### src/eip_pkg.sv
package eip_pkg;

    // =====================================================
    // Bus geometry
    localparam int ADDR_W = 12;
    localparam int DATA_W = 32;
    localparam int NSRC   = 8;

    // =====================================================
    // Register indices, byte address is index times four
    localparam logic [9:0] PRIO_IDX = 10'h0f3;
    localparam logic [9:0] ENAB_IDX = 10'h0e6;
    localparam logic [9:0] STAT_IDX = 10'h0e7;

    // =====================================================
    // Reset values
    localparam logic [7:0] PRIO_RST = 8'h00;
    localparam logic [7:0] ENAB_RST = 8'h00;

    // =====================================================
    // Source bit positions
    localparam int BIT_TIMER_THREE   = 7;
    localparam int BIT_COMPARATOR_B  = 6;
    localparam int BIT_COMPARATOR_A  = 5;
    localparam int BIT_COUNTER_ARRAY = 4;
    localparam int BIT_CONV_DONE     = 3;
    localparam int BIT_WINDOW_CMP    = 2;
    localparam int BIT_PORT_MATCH    = 1;
    localparam int BIT_TWO_WIRE_BUS  = 0;

    // =====================================================
    // Status field positions
    localparam int STAT_LO_ACT = 0;
    localparam int STAT_HI_ACT = 1;
    localparam int STAT_SRC_LO = 2;

    // =====================================================
    // Responses
    localparam logic [1:0] RESP_OKAY   = 2'b00;
    localparam logic [1:0] RESP_SLVERR = 2'b10;

    // =====================================================
    // Bus carriers
    typedef struct packed {
        logic              awvalid;
        logic [ADDR_W-1:0] awaddr;
        logic              wvalid;
        logic [DATA_W-1:0] wdata;
        logic [3:0]        wstrb;
        logic              bready;
        logic              arvalid;
        logic [ADDR_W-1:0] araddr;
        logic              rready;
    } eip_axi_req_t;

    typedef struct packed {
        logic              awready;
        logic              wready;
        logic              bvalid;
        logic [1:0]        bresp;
        logic              arready;
        logic              rvalid;
        logic [DATA_W-1:0] rdata;
        logic [1:0]        rresp;
    } eip_axi_rsp_t;

endpackage

### src/eip_src_gate.sv
// =====================================================
// Per source mask and level split
module eip_src_gate (
    // Source
    input  wire logic i_req,
    input  wire logic i_en,
    input  wire logic i_prio,
    // Level requests
    output logic      o_hi,
    output logic      o_lo
);
    assign o_hi = i_req & i_en & i_prio;
    assign o_lo = i_req & i_en & ~i_prio;
endmodule

### src/eip_priority.sv
// Operation
// - Bit 7 sets timer three level
// - Bit 6 sets comparator b level
// - Bit 5 sets comparator a level
// - Bit 4 sets counter array level
// - Bit 3 sets conversion done level
// - Bit 2 sets window compare level
// - Bit 1 sets port match level
// - Bit 0 sets two wire bus level
// - All bits read/write, reset to low
// - Disabled source never reaches arbitration
//
// Implementation choice: the AXI4-Lite register port.
module eip_priority (
    // Clock and reset
    input  wire logic                   i_clk,
    input  wire logic                   i_rst,
    // Register bus
    input  wire eip_pkg::eip_axi_req_t  i_axi,
    output eip_pkg::eip_axi_rsp_t       o_axi,
    // Sources
    input  wire logic [7:0]             i_irq_req,
    // Core side
    input  wire logic                   i_irq_ack,
    input  wire logic                   i_irq_done,
    output logic                        o_irq_valid,
    output logic                        o_irq_high,
    output logic [2:0]                  o_irq_src,
    output logic [7:0]                  o_prio
);
    import eip_pkg::*;

    // =====================================================
    // State
    typedef struct packed {
        eip_axi_rsp_t      rsp;
        logic              aw_got;
        logic              w_got;
        logic [9:0]        widx;
        logic [DATA_W-1:0] wdata;
        logic [3:0]        wstrb;
        logic [7:0]        prio;
        logic [7:0]        enab;
        logic              lo_act;
        logic              hi_act;
        logic              irq_valid;
        logic              irq_high;
        logic [2:0]        irq_src;
    } eip_state_t;

    eip_state_t s_reg;
    eip_state_t s_next;
    logic [7:0] hi_req;
    logic [7:0] lo_req;
    logic       wr_fire;
    logic [7:0] live_req;

    // =====================================================
    // Source gating
    genvar g;
    generate
        for (g = 0; g < NSRC; g++) begin : g_src
            eip_src_gate u_gate (
                .i_req  (i_irq_req[g]),
                .i_en   (s_reg.enab[g]),
                .i_prio (s_reg.prio[g]),
                .o_hi   (hi_req[g]),
                .o_lo   (lo_req[g])
            );
        end
    endgenerate

    // =====================================================
    // Lowest index wins within a level
    function automatic logic [2:0] pick(input logic [7:0] v);
        logic [2:0] r;
        r = 3'd0;
        for (int i = NSRC - 1; i >= 0; i--) begin
            if (v[i]) begin
                r = 3'(i);
            end
        end
        return r;
    endfunction

    function automatic logic [7:0] rd_reg(input logic [9:0] idx, input eip_state_t st);
        logic [7:0] r;
        r = 8'h00;
        case (idx)
            PRIO_IDX: r = st.prio;
            ENAB_IDX: r = st.enab;
            STAT_IDX: begin
                r[STAT_LO_ACT]              = st.lo_act;
                r[STAT_HI_ACT]              = st.hi_act;
                r[STAT_SRC_LO+2:STAT_SRC_LO] = st.irq_src;
            end
            default:  r = 8'h00;
        endcase
        return r;
    endfunction

    function automatic logic mapped(input logic [9:0] idx);
        return (idx == PRIO_IDX) || (idx == ENAB_IDX) || (idx == STAT_IDX);
    endfunction

    assign wr_fire = s_reg.aw_got && s_reg.w_got && !s_reg.rsp.bvalid;

    // Enabled requests, seen by the checks
    assign live_req = i_irq_req & s_reg.enab;

    // =====================================================
    // Next state
    always_comb begin
        s_next = s_reg;
        // Write address and data, either order
        if (i_axi.awvalid && s_reg.rsp.awready) begin
            s_next.aw_got      = 1'b1;
            s_next.widx        = i_axi.awaddr[ADDR_W-1:2];
            s_next.rsp.awready = 1'b0;
        end
        if (i_axi.wvalid && s_reg.rsp.wready) begin
            s_next.w_got      = 1'b1;
            s_next.wdata      = i_axi.wdata;
            s_next.wstrb      = i_axi.wstrb;
            s_next.rsp.wready = 1'b0;
        end
        if (wr_fire) begin
            s_next.aw_got     = 1'b0;
            s_next.w_got      = 1'b0;
            s_next.rsp.bvalid = 1'b1;
            s_next.rsp.bresp  = mapped(s_reg.widx) ? RESP_OKAY : RESP_SLVERR;
            if (s_reg.wstrb[0]) begin
                if (s_reg.widx == PRIO_IDX) begin
                    s_next.prio = s_reg.wdata[7:0];
                end
                if (s_reg.widx == ENAB_IDX) begin
                    s_next.enab = s_reg.wdata[7:0];
                end
            end
        end
        if (s_reg.rsp.bvalid && i_axi.bready) begin
            s_next.rsp.bvalid  = 1'b0;
            s_next.rsp.awready = 1'b1;
            s_next.rsp.wready  = 1'b1;
        end
        // Read
        if (i_axi.arvalid && s_reg.rsp.arready) begin
            s_next.rsp.arready = 1'b0;
            s_next.rsp.rvalid  = 1'b1;
            s_next.rsp.rdata   = {24'h00_0000, rd_reg(i_axi.araddr[ADDR_W-1:2], s_reg)};
            s_next.rsp.rresp   = mapped(i_axi.araddr[ADDR_W-1:2]) ? RESP_OKAY : RESP_SLVERR;
        end
        if (s_reg.rsp.rvalid && i_axi.rready) begin
            s_next.rsp.rvalid  = 1'b0;
            s_next.rsp.arready = 1'b1;
        end
        // Service levels
        if (i_irq_done) begin
            if (s_reg.hi_act) begin
                s_next.hi_act = 1'b0;
            end else begin
                s_next.lo_act = 1'b0;
            end
        end
        if (i_irq_ack && s_reg.irq_valid) begin
            if (s_reg.irq_high) begin
                s_next.hi_act = 1'b1;
            end else begin
                s_next.lo_act = 1'b1;
            end
        end
        // Presentation to the core
        if ((|hi_req) && !s_next.hi_act) begin
            s_next.irq_valid = 1'b1;
            s_next.irq_high  = 1'b1;
            s_next.irq_src   = pick(hi_req);
        end else if ((|lo_req) && !s_next.hi_act && !s_next.lo_act) begin
            s_next.irq_valid = 1'b1;
            s_next.irq_high  = 1'b0;
            s_next.irq_src   = pick(lo_req);
        end else begin
            s_next.irq_valid = 1'b0;
            s_next.irq_high  = 1'b0;
        end
    end

    // =====================================================
    // State register
    always_ff @(posedge i_clk) begin
        if (i_rst) begin
            s_reg             <= '0;
            s_reg.rsp.awready <= 1'b1;
            s_reg.rsp.wready  <= 1'b1;
            s_reg.rsp.arready <= 1'b1;
            s_reg.prio        <= PRIO_RST;
            s_reg.enab        <= ENAB_RST;
        end else begin
            s_reg <= s_next;
        end
    end

    assign o_axi       = s_reg.rsp;
    assign o_irq_valid = s_reg.irq_valid;
    assign o_irq_high  = s_reg.irq_high;
    assign o_irq_src   = s_reg.irq_src;
    assign o_prio      = s_reg.prio;

    // =====================================================
    // Checks
    property p_timer_three;
        @(posedge i_clk) disable iff (i_rst)
        (wr_fire && s_reg.wstrb[0] && s_reg.widx == PRIO_IDX) |=> (o_prio[7] == $past(s_reg.wdata[7]));
    endproperty
    a_timer_three: assert property (p_timer_three) else $error("timer three level not stored");

    property p_comparator_b;
        @(posedge i_clk) disable iff (i_rst)
        (!i_irq_ack && !i_irq_done && !s_reg.hi_act && (i_irq_req & s_reg.enab) == 8'h40 && s_reg.prio[6])
        |=> (o_irq_valid && o_irq_high && o_irq_src == 3'd6);
    endproperty
    a_comparator_b: assert property (p_comparator_b) else $error("comparator b not raised high");

    property p_comparator_a;
        @(posedge i_clk) disable iff (i_rst)
        (!i_irq_ack && !i_irq_done && !s_reg.hi_act && !s_reg.lo_act
         && (i_irq_req & s_reg.enab) == 8'h20 && !s_reg.prio[5])
        |=> (o_irq_valid && !o_irq_high && o_irq_src == 3'd5);
    endproperty
    a_comparator_a: assert property (p_comparator_a) else $error("comparator a not raised low");

    property p_counter_array;
        @(posedge i_clk) disable iff (i_rst)
        (i_axi.arvalid && o_axi.arready && i_axi.araddr[ADDR_W-1:2] == PRIO_IDX)
        |=> (o_axi.rvalid && o_axi.rdata[4] == $past(o_prio[4]));
    endproperty
    a_counter_array: assert property (p_counter_array) else $error("counter array bit read wrong");

    property p_conv_done;
        @(posedge i_clk) disable iff (i_rst)
        (wr_fire && s_reg.wstrb[0] && s_reg.widx == PRIO_IDX) ##1 o_axi.bvalid
        |-> (o_prio[3] == $past(s_reg.wdata[3]));
    endproperty
    a_conv_done: assert property (p_conv_done) else $error("conversion done level not stored");

    property p_window_cmp;
        @(posedge i_clk) disable iff (i_rst)
        ($changed(o_prio[2])) |-> $past(wr_fire && s_reg.widx == PRIO_IDX);
    endproperty
    a_window_cmp: assert property (p_window_cmp) else $error("window compare level changed alone");

    property p_port_match;
        @(posedge i_clk) disable iff (i_rst)
        (wr_fire && s_reg.wstrb[0] && s_reg.widx == PRIO_IDX) |=> ##1 (o_prio[1] == $past(s_reg.wdata[1], 2));
    endproperty
    a_port_match: assert property (p_port_match) else $error("port match level not stored");

    property p_two_wire_bus;
        @(posedge i_clk) disable iff (i_rst)
        (wr_fire && !s_reg.wstrb[0]) |=> $stable(o_prio[0]);
    endproperty
    a_two_wire_bus: assert property (p_two_wire_bus) else $error("two wire bus level took masked write");

    property p_reset_low;
        @(posedge i_clk) i_rst |=> (o_prio == 8'h00 && !o_irq_valid);
    endproperty
    a_reset_low: assert property (p_reset_low) else $error("levels not low after reset");

    property p_masked;
        @(posedge i_clk) disable iff (i_rst)
        o_irq_valid |-> ((($past(live_req) >> o_irq_src) & 8'h01) == 8'h01);
    endproperty
    a_masked: assert property (p_masked) else $error("disabled source presented");

    property p_preempt;
        @(posedge i_clk) disable iff (i_rst)
        (s_reg.hi_act && !i_irq_done) |=> !(o_irq_valid && !o_irq_high) ##0 !(o_irq_valid && o_irq_high && $past(s_reg.hi_act));
    endproperty
    a_preempt: assert property (p_preempt) else $error("equal or lower level preempted");

    property p_two_wire_bus_store;
        @(posedge i_clk) disable iff (i_rst)
        (wr_fire && s_reg.wstrb[0] && s_reg.widx == PRIO_IDX) |=> (o_prio[0] == $past(s_reg.wdata[0]));
    endproperty
    a_two_wire_bus_store: assert property (p_two_wire_bus_store) else $error("two wire bus level not stored");

    property p_window_store;
        @(posedge i_clk) disable iff (i_rst)
        (wr_fire && s_reg.wstrb[0] && s_reg.widx == PRIO_IDX) |=> (o_prio[2] == $past(s_reg.wdata[2]));
    endproperty
    a_window_store: assert property (p_window_store) else $error("window compare level not stored");

    property p_prio_read;
        @(posedge i_clk) disable iff (i_rst)
        (i_axi.arvalid && o_axi.arready && i_axi.araddr[ADDR_W-1:2] == PRIO_IDX)
        |=> (o_axi.rdata == {24'h00_0000, $past(o_prio)});
    endproperty
    a_prio_read: assert property (p_prio_read) else $error("priority byte read wrong");

    property p_lo_blocked;
        @(posedge i_clk) disable iff (i_rst)
        (s_reg.lo_act && !i_irq_done) |=> !(o_irq_valid && !o_irq_high);
    endproperty
    a_lo_blocked: assert property (p_lo_blocked) else $error("low preempted low service");

    property p_hi_over_lo;
        @(posedge i_clk) disable iff (i_rst)
        (s_reg.lo_act && !s_reg.hi_act && !i_irq_ack && !i_irq_done && (hi_req != 8'h00))
        |=> (o_irq_valid && o_irq_high);
    endproperty
    a_hi_over_lo: assert property (p_hi_over_lo) else $error("high did not preempt low service");

endmodule

### config.mk
export PLATFORM = sky130hd
export DESIGN_NAME = eip_priority
export DESIGN_NICKNAME = d
export VERILOG_FILES = /design/src/eip_pkg.sv /design/src/eip_src_gate.sv /design/src/eip_priority.sv
export SDC_FILE = /design/constraint.sdc
export NUM_CORES = 1
export LEC_CHECK = 0
export ABC_AREA = 1
export BUFFER_PORTS_ARGS = -buffer_cell sky130_fd_sc_hd__buf_2
export CAP_MARGIN = 40
export CORE_MARGIN = 10
export CORE_UTILIZATION = 35
export DETAILED_ROUTE_END_ITERATION = 7
export GPL_TIMING_DRIVEN = 0
export SLEW_MARGIN = 40
export SYNTH_ARGS = -nofsm -noshare
export SYNTH_HDL_FRONTEND = slang
export SYNTH_HIERARCHICAL = 1
export SYNTH_SLANG_ARGS = --single-unit
### constraint.sdc
create_clock -name i_clk -period 1.8 [get_ports i_clk]
set_input_delay 0.36 -clock i_clk [delete_from_list [all_inputs] [get_ports i_clk]]
set_output_delay 0.36 -clock i_clk [all_outputs]
set_load 0.01 [all_outputs]
==> results.md <==
* Worst Setup End Kind: flip-flop
* Peak VDD IR at 0.000506 V
* CTS Sinks at 59
* CTS tree: yes
* Crit Path Category: flip-flop to flip-flop
* Initial Utilization at 36.4%
* Mapped Cells at 461
* Detailed Routing Iterations Pass 1 at 4
* Die area at 13400 µm²
* Worst hold start: i_axi[0]
* Rows at 34
* WL final at 8360 µm
* Synth area leader: dfxtp_1
* Post-synth EDFFs at 0
* Die width at 116 µm
* Crit path cell chain: nor2_1 > or2_2 > nor2_1 > nand2_1 > nand2_1 > nand2_1 > o21ai_0 > nor2_1
* Hold Path End: o_axi[35]
* Worst hold path depth at 3
* Hold_buf cts at 0
* CP startpoint: o_prio[0]
* R2r startpoint: o_prio[0]
* Synthesis-stage register bit count at 59
* Core footprint at 8810 µm²
* Hold/Removal Path Class: input port to flip-flop
* Reg2Reg Depth at 8
* CTS buffer count at 9
* Startpoint types: flip-flop
* Layout cells sized above 1 at 28.5%
* Fmax at 620 MHz
* IO buf count at 73
* Total Nets Final at 647
* Worst path max stage delay at 0.45 ns
* Routed vias at 3025
* Fin Setup TNS at 0 ns
* Root Driver: clkbuf_8
* M1 wire length at 3650 µm
* Post-synth top flop: dfxtp_1
* Slowest-stage cell, CP: dfxtp_1
* Area fraction of the dominant cell type after synthesis at 36.8%
* Max cap viols at 0
* Worst Max-Slew Pin Slew at 0.540 ns
* Distinct cells, synth at 32
* R2R setup slack at 0.19 ns
* Post-CTS resize count at 0
* Status: finished, final reports clean
* Largest net degree at the start of global routing at 11
* Hold Vio Cnt, Final at 0
* Mean Syn Cell Area at 6.96 µm²
* Max clock buf depth at 2
* First-pass GRT wire length at 13800 µm
* Number of remaining DRC errors at 0
* Crit path buf inv count at 0
* Skew final at 0.00848 ns
* Worst EP arrival at 1.84 ns
* Syn. warnings at 6
* Chip height at 116 µm
* DP Wirelength at 6840 µm
* Initial DRC count at 124
* Crit path max-delay family: simple AND/OR/NAND/NOR gates
* Htree depth at 3
* N_diodes at 0
* Post-synthesis sequential area ratio at 36.8%
* Number of global-route vias before repair at 2843
* Via-per-instance ratio at 4.43
* DR top layer: met4
* Post-Place Cells at 667
* Setup WS pre-CTS at 0.0888 ns
* Worst Path Required at 2.02 ns
* I/O pins at 131
* Finished Layout Cells at 683
* Setup bufs post-CTS at 0
* Antenna violations before repair at 0
* Slew HR at 64.0%
* Remaining antenna violation count at 0
* Setup Viol. Count Final at 0
* Async SR Flop Fraction at 0%
* Pins Over Slew Limit at 0
* Total GRT Usage at 12.8%
* Max reg flops at 31
* Final Worst Setup Slack at 0.186 ns
* PD cells at 710 nW/µm²
* Post-route minimum period at 1.61 ns
* Met2 wire length at 3860 µm
* Synth area leaders: dfxtp_1 37%, buf_4 12%, nor2_1 9.6%
* Leak at 1.98 nW
* Worst hold margin at 0.258 ns
* GR Overflow Total at 0
* Placer Congestion at 0.793
* Mapped cell area at 3210 µm²
* WL per Instance at 12.2 µm
* Worst-path clk slew at 0.06 ns
* CP Max Fanout at 5
* Final period util at 89.7%
* Clock latency on the worst-skew pair at 0.34 ns
* Layout area overhead at 24.1%
* RR Endpoint: o_irq_src[2]
* RSZ-0062 raised after global routing: false
* Met3 wire len at 782 µm
synthesized netlist by cell type, types with 3 or more instances:
| master | count |
|---|---|
| nand3_1 | 36 |
| o21ai_0 | 32 |
| a21oi_1 | 23 |
| nor2_1 | 82 |
| clkbuf_1 | 6 |
| inv_1 | 51 |
| nor3_1 | 6 |
| o21bai_1 | 8 |
| dfxtp_1 | 59 |
| nand4_1 | 3 |
| buf_4 | 53 |
| nor3_4 | 3 |
| o211ai_1 | 3 |
| nand2_1 | 69 |
routing by layer:
metal	global-route usage, %	up-vias
li1	-	1607
met1	14.7	1327
met2	21.4	84
met3	5.94	7
met4	2.50	0
met5	0	-
worst max-delay path by stage:
| stage | to | cells past startpoint |
|---|---|---|
| floorplan | o_irq_src[2] | 9 |
| global placement | o_irq_src[2] | 9 |
| detailed placement | o_irq_src[2] | 9 |
| CTS | o_irq_src[2] | 8 |
| global route | o_irq_src[2] | 8 |
| finish | o_irq_src[2] | 8 |
layout by cell type, fill, tap and decap left out, drive strengths merged:
master    count
nor2         85
inv          53
nand4         3
dfxtp        59
a21oi        25
nand3        37
clkbuf       17
or2           2
conb         26
o21ai        36
o211ai        3
nor3         11
nand2        71
buf         128
o21bai        8
clkinv        6
nand3b        2
clkinvlp      1
o21a          2
tightest hold or removal path, stage by stage:
cell and delay [ns]:
buf_2 0.07, a21oi_1 0.07, nand2_1 0.06
where the power goes:
group | total, mW | leakage [nW] | internal (mW) | switching [mW]
Clock | 1.07 | 0.0949 | 0.564 | 0.503
Sequential | 1.40 | 0.482 | 1.37 | 0.0391
Combinational | 0.356 | 1.40 | 0.161 | 0.195
Total | 2.83 | 1.98 | 2.09 | 0.737
metrics by stage:
| stage | util (%) | area (µm²) | power, mW |
|---|---|---|---|
| 6_report | 45.2 | 3980 | 2.83 |
| 5_1_grt | 45.2 | 3980 | 2.99 |
| 4_1_cts | 45.2 | 3980 | 2.86 |
| 3_5_place_dp | 43.2 | 3800 | 1.79 |
| 3_3_place_gp | 43.2 | 3800 | 1.78 |
| 2_1_floorplan | - | 3300 | 1.67 |
cells by family (layout without fill, tap and decap cells):
kind of cell,after synthesis,in the layout,share of synthesized area [%]
AOI/OAI and AO/OA,74,74,13.0
buffers and inverters,116,205,20.2
DFF,59,59,36.8
other,1,26,0.117
and+or+nand+nor,211,211,29.8
cell type report:
type,instances,area (µm²)
Tap cell,108,135
Inverter,55,211
Clock inverter,5,27.5
Sequential cell,59,1180
Fill cell,931,4830
Buffer,61,437
Clock buffer,11,151
Timing Repair Buffer,73,365
Multi-Input combinational cell,311,1470
Power figures use the tool's default switching activity.
